### config.mk
export PLATFORM = sky130hd
export DESIGN_NAME = ssbe_channel
export DESIGN_NICKNAME = d
export VERILOG_FILES = /design/src/ssbe_pkg.sv /design/src/ssbe_channel.sv
export VERILOG_INCLUDE_DIRS = /design/src
export SDC_FILE = /design/constraint.sdc
export NUM_CORES = 1
export LEC_CHECK = 0
export BUFFER_PORTS_ARGS = -buffer_cell sky130_fd_sc_hd__clkbuf_2
export CAP_MARGIN = 20
export CELL_PAD_IN_SITES_DETAIL_PLACEMENT = 0
export CELL_PAD_IN_SITES_GLOBAL_PLACEMENT = 1
export CORE_MARGIN = 2
export CORE_UTILIZATION = 50
export CTS_CLUSTER_SIZE = 20
export DETAILED_ROUTE_END_ITERATION = 8
export GPL_TIMING_DRIVEN = 0
export PLACE_DENSITY = 0.95
export SLEW_MARGIN = 20
export SYNTH_ARGS = -nofsm -noshare
export SYNTH_HDL_FRONTEND = slang
export SYNTH_SLANG_ARGS = --single-unit
export TNS_END_PERCENT = 30
### constraint.sdc
create_clock -name pclk -period 6.3 [get_ports pclk]
set_input_delay 1.89 -clock pclk [delete_from_list [all_inputs] [get_ports pclk]]
set_output_delay 1.89 -clock pclk [all_outputs]
set_load 0.01 [all_outputs]
### src/ssbe_cfg.svh
/*
 * Register offsets, field positions, reset values and counts of the serial channel block.
 * Assumes it is included by its bare name wherever one of these numbers is needed.
 */
`ifndef SSBE_CFG_SVH
`define SSBE_CFG_SVH

// ----------------------------------------------------------------------------
// Register byte offsets
// ----------------------------------------------------------------------------
`define SSBE_OFF_CTRL 12'h000
`define SSBE_OFF_BAUD 12'h004
`define SSBE_OFF_TXB 12'h008
`define SSBE_OFF_RXB 12'h00C

// ----------------------------------------------------------------------------
// Field positions and reset values
// ----------------------------------------------------------------------------
`define SSBE_CTRL_LSB 0
`define SSBE_FLAG_LSB 8
`define SSBE_RST_CTRL 7'h00
`define SSBE_RST_BAUD 16'h0000
`define SSBE_RST_DATA 16'h0000
`define SSBE_LINE_IDLE 1'h1

// ----------------------------------------------------------------------------
// Frame length and slave clock window shifts
// ----------------------------------------------------------------------------
`define SSBE_FRAME_BITS 5'h10
`define SSBE_RATE_LO_SH 0
`define SSBE_RATE_HI_SH 2

`endif

### src/ssbe_pkg.sv
/*
 * Types shared by the serial channel block: control fields, error flags, channel state.
 * Assumes nothing of its surroundings.
 */
package ssbe_pkg;

    // Control fields, bit 0 is the channel enable.
    typedef struct packed {
        logic auto_reset_enable;
        logic transmit_stale_enable;
        logic rate_error_enable;
        logic phase_error_enable;
        logic receive_overrun_enable;
        logic master;
        logic channel_enable_bit;
    } ssbe_ctrl_s;

    // Sticky error flags, bit 0 is the receive overrun.
    typedef struct packed {
        logic transmit_stale_flag;
        logic rate_error_flag;
        logic phase_error_flag;
        logic receive_overrun_flag;
    } ssbe_err_s;

    // Channel transfer state.
    typedef enum logic {
        SSBE_CH_IDLE,
        SSBE_CH_BUSY
    } ssbe_chan_e;

endpackage : ssbe_pkg

### src/ssbe_channel.sv
/*
 * Serial channel with baud generator, error detection and request outputs, reached over APB.
 * Assumes pclk at 20 MHz, presetn asynchronous active low, and line pins resolved outside.
 */
// Register access over APB and the address map were chosen for this implementation.
// Functional notes
// RL1: 16-bit down-counting baud timer with reload, at half clock rate.
// RL2: Timer runs only while the channel is enabled.
// RL3: Baud reads give live count if enabled, else reload.
// RL4: Software writes reload only while disabled.
// RL5: Shift rate is clock / (2 * (reload + 1)).
// RL6: Slave software never programs reload zero.
// RL7: Receive and phase errors always; transmit and rate errors in slave only.
// RL8: Each error sets its flag; if enabled, also the shared error request.
// RL9: Error flags stay set until software clears them.
// RL10: Frame over unread buffer sets overrun flag, overwrites buffer.
// RL11: Data sampled per clock; change near latching edge sets phase error.
// RL12: Slave clock faster than double or slower than half sets rate error.
// RL13: Slave programs the master's rate for rate checks.
// RL14: Rate error with auto reset enabled reinitialises the channel.
// RL15: Slave frame without new transmit data sets stale flag, sends old.
// RL16: Unselected open-drain slaves send all ones.
// RL17: Slaves should load transmit data before each frame.
// RL18: Transmit, receive and error requests on separate outputs.
// RL19: Error request stays raised while an enabled flag is set.
// RL20: Error flags are held in the channel control register.
// RL21: Frame end loads receive buffer, raises receive request.
// RL22: Master sends first bit at next tick after load, if enabled.
// RL23: Timer reloads and ticks once per underflow.
`timescale 1ns/1ps
`include "ssbe_cfg.svh"

module ssbe_channel (
    // Clock and reset
    input wire logic pclk,
    input wire logic presetn,
    // APB slave
    input wire logic psel,
    input wire logic penable,
    input wire logic pwrite,
    input wire logic [11:0] paddr,
    input wire logic [31:0] pwdata,
    output logic [31:0] prdata,
    output logic pready,
    output logic pslverr,
    // Shift clock pin
    input wire logic sclk_i,
    output logic sclk_o,
    output logic sclk_oe,
    // Master out line pin
    input wire logic master_out_line_i,
    output logic master_out_line_o,
    output logic master_out_line_oe,
    // Master in line pin
    input wire logic master_in_line_i,
    output logic master_in_line_o,
    output logic master_in_line_oe,
    // Requests
    output logic transmit_irq,
    output logic receive_irq,
    output logic error_irq_request
);

    // ------------------------------------------------------------------------
    // Helpers
    // ------------------------------------------------------------------------
    // Address match of one register word.
    function automatic logic ssbe_hit(input logic [11:0] addr, input logic [11:0] off);
        ssbe_hit = (addr == off);
    endfunction : ssbe_hit

    // Slave clock period bound: (reload + 1) shifted left.
    function automatic logic [18:0] ssbe_bound(input logic [15:0] rld, input int sh);
        logic [18:0] base;
        base = {3'h0, rld} + 19'h00001;
        ssbe_bound = base << sh;
    endfunction : ssbe_bound

    // ------------------------------------------------------------------------
    // Input synchronisers
    // ------------------------------------------------------------------------
    logic [2:0] sy1_q, sy2_q, sy3_q;

    // Pins pass two flops; the third stage only serves edge detection.
    always_ff @(posedge pclk or negedge presetn)
    begin
        if (!presetn)
        begin
            sy1_q <= 3'h0;
            sy2_q <= 3'h0;
            sy3_q <= 3'h0;
        end
        else
        begin
            sy1_q <= {sclk_i, master_out_line_i, master_in_line_i};
            sy2_q <= sy1_q;
            sy3_q <= sy2_q;
        end
    end

    // ------------------------------------------------------------------------
    // Baud timer
    // ------------------------------------------------------------------------
    ssbe_pkg::ssbe_ctrl_s ctrl_q, ctrl_d;
    logic [15:0] reload_q, reload_d;
    logic [15:0] cnt_q, cnt_d;
    logic pre_q, pre_d;
    logic tick, half;

    // Prescaler halves the clock for the counter.
    always_comb
    begin
        pre_d = pre_q;
        cnt_d = cnt_q;
        tick = 1'b0;
        half = 1'b0;
        if (!ctrl_q.channel_enable_bit)
        begin
            pre_d = 1'b0; // RL2
            cnt_d = reload_q; // RL2
        end
        else
        begin
            pre_d = ~pre_q; // RL1
            if (pre_q)
            begin
                if (cnt_q == 16'h0000)
                begin
                    cnt_d = reload_q; // RL23
                    tick = 1'b1; // RL23 RL5
                end
                else
                begin
                    cnt_d = cnt_q - 16'h0001; // RL1
                end
            end
            else if (cnt_q == (reload_q >> 1))
            begin
                half = 1'b1; // RL5
            end
        end
    end

    // Timer registers.
    always_ff @(posedge pclk or negedge presetn)
    begin
        if (!presetn)
        begin
            pre_q <= 1'b0;
            cnt_q <= `SSBE_RST_BAUD;
        end
        else
        begin
            pre_q <= pre_d;
            cnt_q <= cnt_d;
        end
    end

    // ------------------------------------------------------------------------
    // Channel, registers and bus
    // ------------------------------------------------------------------------
    ssbe_pkg::ssbe_chan_e st_q, st_d;
    ssbe_pkg::ssbe_err_s flags_q, flags_d;
    logic [15:0] shreg_q, shreg_d, txbuf_q, txbuf_d, rxbuf_q, rxbuf_d;
    logic [4:0] bits_q, bits_d;
    logic [18:0] per_q, per_d;
    logic sclk_q, sclk_d, dout_q, dout_d;
    logic rxfull_q, rxfull_d, txpend_q, txpend_d, txnew_q, txnew_d;
    logic tirq_q, tirq_d, rirq_q, rirq_d, eirq_q, eirq_d;
    logic lat1_q, lat1_d, lat2_q, lat2_d, chgp_q, chgp_d;
    logic [31:0] prdata_q, prdata_d;
    logic slverr_q, slverr_d;
    logic din, chg, srise, latch, rxload, raterr, setup, access, mapped;
    logic [15:0] rxval;

    // Next channel state; bus clears come before hardware sets.
    always_comb
    begin
        st_d = st_q;
        flags_d = flags_q;
        shreg_d = shreg_q;
        txbuf_d = txbuf_q;
        rxbuf_d = rxbuf_q;
        bits_d = bits_q;
        per_d = per_q;
        sclk_d = sclk_q;
        dout_d = dout_q;
        rxfull_d = rxfull_q;
        txpend_d = txpend_q;
        txnew_d = txnew_q;
        ctrl_d = ctrl_q;
        reload_d = reload_q;
        lat1_d = 1'b0;
        lat2_d = lat1_q;
        tirq_d = 1'b0;
        rirq_d = 1'b0;
        rxload = 1'b0;
        rxval = shreg_q;
        raterr = 1'b0;
        latch = 1'b0;
        din = ctrl_q.master ? sy2_q[0] : sy2_q[1];
        chg = din ^ (ctrl_q.master ? sy3_q[0] : sy3_q[1]);
        chgp_d = chg;
        srise = sy2_q[2] & ~sy3_q[2];
        setup = psel & ~penable;
        access = psel & penable;
        mapped = ssbe_hit(paddr, `SSBE_OFF_CTRL) | ssbe_hit(paddr, `SSBE_OFF_BAUD) |
                 ssbe_hit(paddr, `SSBE_OFF_TXB) | ssbe_hit(paddr, `SSBE_OFF_RXB);
        prdata_d = prdata_q;
        slverr_d = slverr_q;
        // Read data and error are captured in the setup phase.
        if (setup)
        begin
            slverr_d = ~mapped;
            prdata_d = 32'h00000000;
            if (ssbe_hit(paddr, `SSBE_OFF_CTRL))
                prdata_d = {20'h00000, flags_q, 1'b0, ctrl_q}; // RL20
            else if (ssbe_hit(paddr, `SSBE_OFF_BAUD))
                prdata_d = {16'h0000, ctrl_q.channel_enable_bit ? cnt_q : reload_q}; // RL3
            else if (ssbe_hit(paddr, `SSBE_OFF_TXB))
                prdata_d = {16'h0000, txbuf_q};
            else if (ssbe_hit(paddr, `SSBE_OFF_RXB))
                prdata_d = {16'h0000, rxbuf_q};
        end
        // Bus effects in the access phase.
        if (access && pwrite)
        begin
            if (ssbe_hit(paddr, `SSBE_OFF_CTRL))
            begin
                ctrl_d = pwdata[`SSBE_CTRL_LSB +: 7];
                flags_d = flags_q & ~pwdata[`SSBE_FLAG_LSB +: 4]; // RL9
            end
            if (ssbe_hit(paddr, `SSBE_OFF_BAUD) && !ctrl_q.channel_enable_bit)
                reload_d = pwdata[15:0]; // RL4
            if (ssbe_hit(paddr, `SSBE_OFF_TXB))
            begin
                txbuf_d = pwdata[15:0];
                txpend_d = 1'b1;
                txnew_d = 1'b1;
            end
        end
        if (access && !pwrite && ssbe_hit(paddr, `SSBE_OFF_RXB))
            rxfull_d = 1'b0;
        // Transfer engine.
        if (!ctrl_q.channel_enable_bit)
        begin
            st_d = ssbe_pkg::SSBE_CH_IDLE;
            sclk_d = 1'b0;
            dout_d = `SSBE_LINE_IDLE;
            bits_d = 5'h00;
        end
        else if (ctrl_q.master)
        begin
            unique case (st_q)
                ssbe_pkg::SSBE_CH_IDLE:
                begin
                    if (tick && txpend_q)
                    begin
                        shreg_d = txbuf_q;
                        dout_d = txbuf_q[15]; // RL22
                        txpend_d = 1'b0;
                        txnew_d = 1'b0;
                        tirq_d = 1'b1;
                        bits_d = 5'h00;
                        st_d = ssbe_pkg::SSBE_CH_BUSY;
                    end
                end
                ssbe_pkg::SSBE_CH_BUSY:
                begin
                    if (half && !sclk_q)
                    begin
                        sclk_d = 1'b1;
                        latch = 1'b1;
                        shreg_d = {shreg_q[14:0], din};
                        bits_d = bits_q + 5'h01;
                    end
                    else if (tick && sclk_q)
                    begin
                        sclk_d = 1'b0;
                        dout_d = shreg_q[15];
                        if (bits_q == `SSBE_FRAME_BITS)
                        begin
                            rxload = 1'b1; // RL21
                            bits_d = 5'h00;
                            if (txpend_q)
                            begin
                                shreg_d = txbuf_q;
                                dout_d = txbuf_q[15];
                                txpend_d = 1'b0;
                                txnew_d = 1'b0;
                                tirq_d = 1'b1;
                            end
                            else
                            begin
                                st_d = ssbe_pkg::SSBE_CH_IDLE;
                            end
                        end
                    end
                end
            endcase
        end
        else
        begin
            // Slave preloads the buffer and drives its first bit at once.
            if (st_q == ssbe_pkg::SSBE_CH_IDLE && txpend_q)
            begin
                shreg_d = txbuf_q;
                dout_d = txbuf_q[15];
                txpend_d = 1'b0;
                tirq_d = 1'b1;
            end
            sclk_d = sy2_q[2];
            per_d = per_q + 19'h00001;
            if (srise)
            begin
                latch = 1'b1;
                per_d = 19'h00000;
                shreg_d = {shreg_q[14:0], din};
                bits_d = bits_q + 5'h01;
                if (st_q == ssbe_pkg::SSBE_CH_IDLE)
                begin
                    st_d = ssbe_pkg::SSBE_CH_BUSY;
                    bits_d = 5'h01;
                    txnew_d = 1'b0;
                    if (!txnew_q)
                        flags_d.transmit_stale_flag = 1'b1; // RL15 RL7
                end
                else if (per_q < ssbe_bound(reload_q, `SSBE_RATE_LO_SH))
                begin
                    raterr = 1'b1; // RL12
                end
                if (bits_d == `SSBE_FRAME_BITS)
                begin
                    rxload = 1'b1; // RL21
                    rxval = {shreg_q[14:0], din};
                    dout_d = rxval[15]; // RL15
                    st_d = ssbe_pkg::SSBE_CH_IDLE;
                    bits_d = 5'h00;
                end
            end
            else if (sclk_q && !sy2_q[2] && st_q == ssbe_pkg::SSBE_CH_BUSY)
            begin
                dout_d = shreg_q[15];
            end
            if (st_q == ssbe_pkg::SSBE_CH_BUSY && per_q > ssbe_bound(reload_q, `SSBE_RATE_HI_SH))
                raterr = 1'b1; // RL12
            if (raterr)
            begin
                flags_d.rate_error_flag = 1'b1; // RL7 RL12
                if (ctrl_q.auto_reset_enable)
                begin
                    st_d = ssbe_pkg::SSBE_CH_IDLE; // RL14
                    bits_d = 5'h00; // RL14
                    per_d = 19'h00000; // RL14
                end
            end
        end
        if (st_q == ssbe_pkg::SSBE_CH_IDLE && ctrl_q.master)
            per_d = 19'h00000;
        // Receive buffer load with overrun check.
        if (rxload)
        begin
            rxbuf_d = rxval; // RL10
            rxfull_d = 1'b1;
            rirq_d = 1'b1; // RL21
            if (rxfull_q && !(access && !pwrite && ssbe_hit(paddr, `SSBE_OFF_RXB)))
                flags_d.receive_overrun_flag = 1'b1; // RL10
        end
        // Data change from one sample before to two after latching.
        lat1_d = latch & ctrl_q.channel_enable_bit;
        if (ctrl_q.channel_enable_bit && ((lat1_d && (chg || chgp_q)) || ((lat1_q || lat2_q) && chg)))
            flags_d.phase_error_flag = 1'b1; // RL11 RL7
        // Shared error request stays high while any enabled flag is set.
        eirq_d = (flags_d.receive_overrun_flag & ctrl_d.receive_overrun_enable) |
                 (flags_d.phase_error_flag & ctrl_d.phase_error_enable) |
                 (flags_d.rate_error_flag & ctrl_d.rate_error_enable) |
                 (flags_d.transmit_stale_flag & ctrl_d.transmit_stale_enable); // RL8 RL19
    end

    // Channel and register file registers.
    always_ff @(posedge pclk or negedge presetn)
    begin
        if (!presetn)
        begin
            st_q <= ssbe_pkg::SSBE_CH_IDLE;
            ctrl_q <= `SSBE_RST_CTRL;
            reload_q <= `SSBE_RST_BAUD;
            flags_q <= 4'h0;
            shreg_q <= `SSBE_RST_DATA;
            txbuf_q <= `SSBE_RST_DATA;
            rxbuf_q <= `SSBE_RST_DATA;
            bits_q <= 5'h00;
            per_q <= 19'h00000;
            sclk_q <= 1'b0;
            dout_q <= `SSBE_LINE_IDLE;
            rxfull_q <= 1'b0;
            txpend_q <= 1'b0;
            txnew_q <= 1'b0;
            tirq_q <= 1'b0;
            rirq_q <= 1'b0;
            eirq_q <= 1'b0;
            lat1_q <= 1'b0;
            lat2_q <= 1'b0;
            chgp_q <= 1'b0;
            prdata_q <= 32'h00000000;
            slverr_q <= 1'b0;
        end
        else
        begin
            st_q <= st_d;
            ctrl_q <= ctrl_d;
            reload_q <= reload_d;
            flags_q <= flags_d;
            shreg_q <= shreg_d;
            txbuf_q <= txbuf_d;
            rxbuf_q <= rxbuf_d;
            bits_q <= bits_d;
            per_q <= per_d;
            sclk_q <= sclk_d;
            dout_q <= dout_d;
            rxfull_q <= rxfull_d;
            txpend_q <= txpend_d;
            txnew_q <= txnew_d;
            tirq_q <= tirq_d;
            rirq_q <= rirq_d;
            eirq_q <= eirq_d;
            lat1_q <= lat1_d;
            lat2_q <= lat2_d;
            chgp_q <= chgp_d;
            prdata_q <= prdata_d;
            slverr_q <= slverr_d;
        end
    end

    // ------------------------------------------------------------------------
    // Outputs
    // ------------------------------------------------------------------------
    // Master drives clock and out line; slave drives the in line.
    assign prdata = prdata_q;
    assign pready = 1'b1;
    assign pslverr = slverr_q & psel & penable;
    assign sclk_o = sclk_q;
    assign sclk_oe = ctrl_q.channel_enable_bit & ctrl_q.master;
    assign master_out_line_o = dout_q;
    assign master_out_line_oe = ctrl_q.channel_enable_bit & ctrl_q.master;
    assign master_in_line_o = dout_q;
    assign master_in_line_oe = ctrl_q.channel_enable_bit & ~ctrl_q.master;
    assign transmit_irq = tirq_q; // RL18
    assign receive_irq = rirq_q; // RL18
    assign error_irq_request = eirq_q; // RL18

endmodule : ssbe_channel

==> summary by stage, run 1 <==
Status
The flow ran to the end, and the final reports show no timing, DRC or antenna violations.

STA
Based on the critical path, the design can be clocked at up to between 0.2 and 0.25 GHz. Setup violations remaining at the end of the flow were counted as 0. Setup repair after global routing left no endpoint under its margin. The total count of hold-check failures in the final report is 0. For the final routed database, the setup TNS stands at 0 ns.

The clock period minus final worst setup slack is roughly 4.3 ns. The least setup slack across all paths after layout is between 1.5 and 2 ns. The normalized max-slew margin is between 30% and 40%. Dividing the final minimum period by the clock period gives about 70%. The final setup skew is approximately 0.012 ns. The worst-margin pin slew is 0.934 ns.

The number of pins exceeding their max-slew limit in the final report is 0. The post-route worst hold slack is approximately 0.35 ns.

Setup path
STA classifies the critical path startpoint as a flip-flop. The data arrival time of the critical path is roughly 4.7 ns. The worst setup path is captured at a flip-flop. The critical path in this run is classified as reg2reg.

The largest fanout on the critical path is 10. The critical path required time is roughly 6.6 ns.

Detailed routing
The total wire length after detailed routing is 25700 µm. Dividing the detail-routed via count by the number of cells gives 6.00. In the routed design, unresolved DRC markers number 0. The count of nets left with antenna violations once routing finished came out at 0. Before antenna repair, the detailed router went through 5 iterations. The detailed router placed a little over 8000 vias in this run. The initial detailed-routing violation count is just over 800. Dividing the detail-routed wire length by the instance count gives between 15 and 20 µm.

Clock network
Counting along the longest clock path gives a buffer depth of 2. Hold repair after CTS inserted 0 buffers. In this run, post-CTS repair resized a total of 0 instances. Clock tree synthesis inserted a total of 17 buffers. The clock sink total is about 150.

CTS built an H-tree with a depth of 4. The CTS tree is yes. The clock latency reported for the late side of the worst-skew pair is ~0.44 ns. The number of setup buffers added after CTS is 0. The cell sitting at the root of the clock tree is a sky130_fd_sc_hd__clkbuf_16. After clock tree synthesis, the clock-pin slew on the worst setup and hold paths is approximately 0.070 ns.

Placed design
In this run, placement finished with an instance count of roughly 1300. The congestion estimate from routability-driven global placement came to 0.869. The HPWL after detailed placement is 19100 µm. Summing all placed instances gives a cell area of just over 10000 µm². The pre-CTS setup slack is around 1.5 ns. During placement, the flow inserted port buffers numbering 61.

Finish
0 antenna diodes ended up in the layout. The core occupancy in the finished layout is 57.7%. The final standard cell count with taps included and fillers excluded is 1366.

The final layout contains between 1000 and 1500 nets. The ratio of cells with drive above 1 in the final layout is 18.4%. The total of fill cells in the finished design is 1637.

The finished cells cover around 11000 µm². From synthesis to final layout, the design area changed by 14.2%.

Die
The I/O pin total is between 90 and 100. The die height is around 140 µm. The floorplan step defined a die boundary enclosing a little under 20000 µm².

The width of the chip is about 140 µm. The initial utilization of the core area, before any placement, comes to between 50% and 60%. The initialized floorplan defines 50 standard-cell rows. In this run the standard cell core region covers between 15000 and 20000 µm².

Global routing
The initial antenna violation count is 0. The number of global-route vias before repair is ~7800. The first global-routing pass estimated about 42000 µm of wire. The largest net degree at the start of global routing is 84. After global routing the overflow that remains totals 0. For this run, the total global-route usage over all layers was measured as a little over a quarter.

Power
The total power of the final layout is 2.22 mW. The switching fraction of total power is roughly 24%. The clock network accounts for 49.7% of the total power. The switching component of the power is 0.541 mW.

The worst-case IR drop observed on VDD is 202 µV. Combinational logic is responsible for 4.8% of the overall power. In this run the power density over the cells is a little over 200 nW/µm². The design internal power is ~1.7 mW.

The part of the total power dissipated in sequential elements is 45.5%. The static leakage power is between 4 and 5 nW.

Synth
The sequential element share of the synthesized area is between 40% and 50%. The number of flops mapped to enable cells by yosys is 0. For this run, the number of Yosys warnings is 0. In the synthesized netlist, the number of instances is ~1000.

Counting flops with an async set or reset pin after synthesis yields a share of 100%. The synthesized design contains about 150 register bits. The mean post-synth cell area is roughly 9.2 µm².

Summing every instance area after synthesis gives ~9400 µm². In this run, distinct cell masters in the synthesized netlist total between 70 and 80. The most used flip-flop cell after synthesis is sky130_fd_sc_hd__dfrtp_1.

Worst hold path
The tightest min-delay check is of the reg2reg type.

Flow run
The count of maximum capacitance violations is 0.
-- critical path, stage by stage, from the launching register on --
cell,delay [ns]
sky130_fd_sc_hd__dfrtp_1,0.32
sky130_fd_sc_hd__clkbuf_1,0.38
sky130_fd_sc_hd__nand3_1,0.28
sky130_fd_sc_hd__or2_2,0.40
sky130_fd_sc_hd__nor2_2,0.17
sky130_fd_sc_hd__nand3_1,0.11
sky130_fd_sc_hd__xor2_1,0.21
sky130_fd_sc_hd__ha_1,0.29
sky130_fd_sc_hd__and3_1,0.20
sky130_fd_sc_hd__or4b_1,0.46
sky130_fd_sc_hd__o31a_1,0.25
sky130_fd_sc_hd__o31a_1,0.15
sky130_fd_sc_hd__o211ai_2,0.35
sky130_fd_sc_hd__buf_2,0.29
sky130_fd_sc_hd__a21oi_1,0.13
sky130_fd_sc_hd__o32ai_1,0.24
-- cells in the final DEF, fill, tap and decap left out, drive strengths merged, types with 3 or more instances in the layout --
cell / instances
dfrtp: 153
nor2: 92
clkinv: 3
or4: 3
and3: 18
ha: 28
o211ai: 13
inv: 30
conb: 17
o21ai: 66
nor4: 14
nor2b: 19
nand2: 109
xor2: 11
and2: 5
mux2: 39
mux2i: 34
nand4: 14
a21o: 16
a31oi: 45
o22ai: 14
a22oi: 8
xnor2: 33
buf: 43
nand3: 27
a211oi: 18
o21a: 4
bufinv: 3
a22o: 9
a21oi: 51
nand2b: 7
clkbuf: 128
nor3: 23
-- synthesized netlist by cell type (15+ instances only) --
master                     count  area [µm²]
sky130_fd_sc_hd__xnor2_1      32         280
sky130_fd_sc_hd__nor2b_1      19         119
sky130_fd_sc_hd__clkbuf_1     49         184
sky130_fd_sc_hd__mux2_2       38         428
sky130_fd_sc_hd__buf_4        19         143
sky130_fd_sc_hd__a21o_1       16         120
sky130_fd_sc_hd__a31oi_1      45         282
sky130_fd_sc_hd__nand3_1      25         125
sky130_fd_sc_hd__o21ai_2      15         131
sky130_fd_sc_hd__inv_1        20        75.1
sky130_fd_sc_hd__and3_1       17         106
sky130_fd_sc_hd__nor3_1       21         105
sky130_fd_sc_hd__a21oi_1      50         250
sky130_fd_sc_hd__o21ai_0      51         255
sky130_fd_sc_hd__a211oi_1     18         135
sky130_fd_sc_hd__dfrtp_1     153        3830
sky130_fd_sc_hd__nand2_1     109         409
sky130_fd_sc_hd__nor2_1       90         338
sky130_fd_sc_hd__mux2i_1      34         340
sky130_fd_sc_hd__ha_1         28         350
-- sequential cells by signal, indices dropped and copies added, names as in the netlist, 4 cells and up --
| register | count |
|---|---|
| flags_q | 4 |
| ctrl_q | 7 |
| reload_q | 16 |
| txbuf_q | 16 |
| cnt_q | 16 |
| rxbuf_q | 16 |
| prdata | 16 |
| shreg_q | 16 |
| bits_q | 5 |
| per_q | 19 |
-- final timing paths --
path,from,end,slack (ns),depth (start not counted)
worst max register to register,reload_q[8]$_DFFE_PN0P_,bits_q[3]$_DFFE_PN0P_,1.96,15
worst min-delay path,sy1_q[2]$_DFF_PN0_,sy2_q[2]$_DFF_PN0_,0.35,0
worst min register to register,sy1_q[2]$_DFF_PN0_,sy2_q[2]$_DFF_PN0_,0.35,0
min in group asynchronous,presetn,sy3_q[2]$_DFF_PN0_,1.46,1
max in group asynchronous,presetn,cnt_q[12]$_DFFE_PN0N_,4.02,2
worst max-delay path,reload_q[8]$_DFFE_PN0P_,bits_q[3]$_DFFE_PN0P_,1.96,15
-- routing by layer --
layer  routed length, µm  share of wire [%]  track usage (%)  up-vias
met5                   0                  0                0        -
met4                 758                2.9             9.47        0
met3                1600                6.2             4.89       59
met2               12200                 47             43.3      319
met1               11100                 43             36.3     3981
li1                    -                  -                -     3841
-- cells by family (layout without fill, tap and decap cells) --
| kind of cell | count (synthesis) | after routing | synth area share (%) |
|---|---|---|---|
| and+or+nand+nor | 344 | 344 | 18.0 |
| DFF | 154 | 154 | 41.2 |
| muxes | 73 | 73 | 8.36 |
| adders and majority gates | 30 | 30 | 3.95 |
| other | 2 | 17 | 0.0802 |
| buffers and inverters | 112 | 207 | 5.77 |
| xor gates and xnor gates | 45 | 45 | 4.44 |
| AOI/OAI and AO/OA | 262 | 262 | 18.3 |
-- power groups by stage --
stage	clock, mW	combinational [mW]	sequential, mW
6_report	1.10	0.107	1.01
2_1_floorplan	0	0.0450	1.03
3_5_place_dp	0	0.106	1.03
4_1_cts	1.11	0.106	1.01
5_1_grt	1.16	0.118	1.01
3_3_place_gp	0	0.102	1.03
-- layout make-up --
cell class,count,area [µm²],area share (%)
Buffer,91,462,4.32
Clock buffer,17,425,3.98
Clock inverter,15,201,1.88
Inverter,21,78.8,0.737
Multi-Input combinational cell,771,5030,47.1
Sequential cell,154,3850,36.1
Tap cell,234,293,2.74
Timing Repair Buffer,63,347,3.24
Note: power is estimated with default switching activity, not from simulation.
==> run 2, diff against run 1 <==
- CORE_UTILIZATION: 50 -> 46
- PLACE_DENSITY: 0.95 -> 0.9
- clock period: 6.3 -> 4.3 ns (I/O delays scaled with it)
==> run 2 against run 1 <==
Against the previous run: die area increased by 8.4%; sequential share of layout area increased by 0.070 points; critical path depth unchanged; setup slack got worse by 1.7 ns; non-clock buffer count decreased by 3; clock-buffer cell count increased by 1; flip-flop and latch count unchanged; cell area decreased by 0.13%; largest cell class unchanged; largest power group is now sequential cells.
==> summary by stage, run 2 (synthesized netlist as in run 1, its figures left out) <==
Setup path
Data on the critical path is required at its endpoint by 4.63 ns. Counting cells, the worst reg-to-reg path comes to 15. The worst-path cell with the longest stage delay is sky130_fd_sc_hd__or4b_1.

Of all nets on the critical path, the largest fanout is 10. The critical path runs through a total of 15 cells. Data on the critical path arrives at its endpoint at between 4 and 5 ns. For this run, the slowest stage of the critical path takes approximately 0.46 ns.

The capturing element type of the critical path is a flip-flop. Counting stages on the worst path, the most repeated cell is sky130_fd_sc_hd__o31a_1. The launching point of the worst reg2reg path is reload_q[3]$_DFFE_PN0P_. Together, buffers and inverters on the worst path number 2.

The most critical setup path has its startpoint at reload_q[3]$_DFFE_PN0P_. The worst setup path category is reg2reg. The setup check on the worst reg-to-reg path leaves a slack of between 0.2 and 0.3 ns.

The endpoint identified for the worst register-to-register timing path is bits_q[3]$_DFFE_PN0P_. The end point of the critical path is bits_q[3]$_DFFE_PN0P_. The kind of launch point of the worst setup path is a flip-flop. Grouping stages by cell kind, the critical path spends the most delay in simple AND/OR/NAND/NOR gates.

The critical path goes through buf_2 -> nand4_4 -> or2_2 -> nor2_2 -> nand3_1 -> xor2_1 -> ha_1 -> and3_1 -> or4b_1 -> o31a_1 -> o31a_1 -> o211ai_4 -> clkbuf_4 -> a21oi_1 -> o32ai_1.

Status
The run finished with clean final reports.

Clock network
The register clock-pin slew on the reported worst setup and hold paths is 0.06 ns. The clock net in this run drives a total of between 150 and 200 sinks. The clock latency reported for the late side of the worst-skew pair is 0.43 ns. In this run, CTS created clock tree buffers numbering 17. The clock passes through at most 2 buffers.

The tree is rooted in a sky130_fd_sc_hd__clkbuf_16. The CTS tree is yes. The H-tree was split into 4 levels.

Finish
The ratio of cells with drive above 1 in the final layout is between 15 and 20%. The largest register by flop count is per_q. The final standard cell count with taps included and fillers excluded is ~1400.

Once layout is done, the placed cells without fillers occupy between 10000 and 15000 µm². The antenna diode instance count is 0. The most common cell after layout, fill and taps aside is sky130_fd_sc_hd__dfrtp_1. The relative area change from synthesis to final layout is 14.0%. The top cell types in the final layout, fill and taps aside, are 151 x sky130_fd_sc_hd__dfrtp_1, 109 x sky130_fd_sc_hd__nand2_1, 90 x sky130_fd_sc_hd__nor2_1, 61 x sky130_fd_sc_hd__clkbuf_2, 51 x sky130_fd_sc_hd__o21ai_0. For this run, the share of the core covered by cells in the final layout is 53.1%. The number of flip-flops in the largest register is 19. The layout net count is roughly 1200.

STA
Once routing completed, OpenROAD measured the worst setup slack at 0.291 ns. The clock period minus final worst setup slack is 4.01 ns. The normalized max-slew margin is between 30% and 40%. After layout, the worst path uses between 90% and 100% of the clock period. The highest clock frequency the design can meet is 0.249 GHz.

The total count of hold-check failures in the final report is 0. The final total negative setup slack is 0 ns. The clock arrives with 0.0114 ns of skew.

The final count of negative-setup-slack endpoints is 0. For the pin with the worst max-slew slack, the measured transition is about 1.0 ns. The number of pins exceeding their max-slew limit in the final report is 0. Final hold analysis gives a worst-case slack of 0.348 ns.

Placed design
The HPWL after detailed placement is approximately 19000 µm. After detailed placement, the total cell area comes to between 10000 and 15000 µm². OpenSTA, run right after detailed placement, puts the worst setup slack at 0.0440 ns. At the end of routability-driven placement, the weighted congestion stood at between 0.8 and 0.9. The number of placed instances, taps included is around 1400. The count of buffers inserted at the top-level ports is a little over 60.

Die
Measured along the x axis, the die boundary spans between 100 and 150 µm. Once the floorplan was initialized, standard cells occupied a little under half of the core. The core region area is between 20000 and 25000 µm².

The cell row count is 52. The die height is ~150 µm. The die covers 21500 µm². The I/O pin total is 95.

Worst hold path
The type of the tightest min-delay check is reg2reg.

Flow run
The count of maximum capacitance violations is 0.

Global routing
The largest net degree at the start of global routing is 94. The first global-routing pass estimated about 42000 µm of wire. The overall global routing resource usage is approximately 25%. The remaining global-route overflow is 0. The global routing's busiest layer is met2.

The met3 track demand over resource in global routing is 4.53%. Global routing used about 34% of the available met1 tracks. The global routing met2 resource utilization is approximately two fifths. The initial antenna violation count came to 0.

The number of global-route vias before repair was 7822.

Detailed routing
The routed design has between 20000 and 30000 µm of wire. For this run, design rule violations remaining after detail routing come to 0. The count of nets left with antenna violations once routing finished came out at 0. Dividing the detail-routed wire length by the instance count gives roughly 19 µm. The detailed router finished its first iteration with 720 violations. The total vias in the final route is 7953. The first TritonRoute pass finished after 6 iterations.

Dividing the detail-routed via count by the number of cells gives roughly 5.7.

Power
The maximum vdd drop is about 280 µV. The static leakage power is approximately 4.8 nW. The cell area power density is about 290 nW/µm². The total power of the final layout is 3.06 mW.
-- run 2: cell types whose count changed in the layout (fill, tap and decap cells not counted), moves of 3 or more --
cell	change
sky130_fd_sc_hd__buf_2	-3
sky130_fd_sc_hd__bufinv_16	-3
sky130_fd_sc_hd__inv_8	-3
sky130_fd_sc_hd__clkinv_4	+4
-- run 2: layer usage --
metal	up-vias	part of all wire (%)	routed length (µm)
li1	3825	-	-
met1	3835	45	11700
met2	243	47	12200
met3	50	5.1	1320
met4	0	2.6	673
met5	-	0	0
-- run 2: layout make-up --
class,count,area (µm²)
fillers,1796,9430
multi-input cells,771,5050
flip-flops and latches,154,3860
plain buffers,89,459
clock buffers,18,439
repair buffers,62,342
well taps,270,338
clock inverters,13,111
inverters,21,78.8
-- run 2: repair_timing --
action	in CTS	in global routing
buffers inserted	0	0
hold buffers	0	0
setup endpoints to repair	0	25
resized for setup	0	6
-- run 2: how the worst min path moves through the flow --
stage,startpoint,endpoint,slack (ns),depth (start not counted)
final,sy1_q[1]$_DFF_PN0_,sy2_q[1]$_DFF_PN0_,0.35,0
after global routing,sy1_q[1]$_DFF_PN0_,sy2_q[1]$_DFF_PN0_,0.35,0
after CTS,sy1_q[1]$_DFF_PN0_,sy2_q[1]$_DFF_PN0_,0.35,0
after detailed placement,sy1_q[1]$_DFF_PN0_,sy2_q[1]$_DFF_PN0_,0.33,0
after global placement,sy1_q[1]$_DFF_PN0_,sy2_q[1]$_DFF_PN0_,0.33,0
after floorplan,sy1_q[0]$_DFF_PN0_,sy2_q[0]$_DFF_PN0_,0.33,0
-- run 2: where the power goes --
group	switching, mW	total (mW)	internal [mW]
logic	0.101	0.157	0.0559
registers	0.0152	1.48	1.47
clock network	0.654	1.42	0.766
total	0.770	3.06	2.29
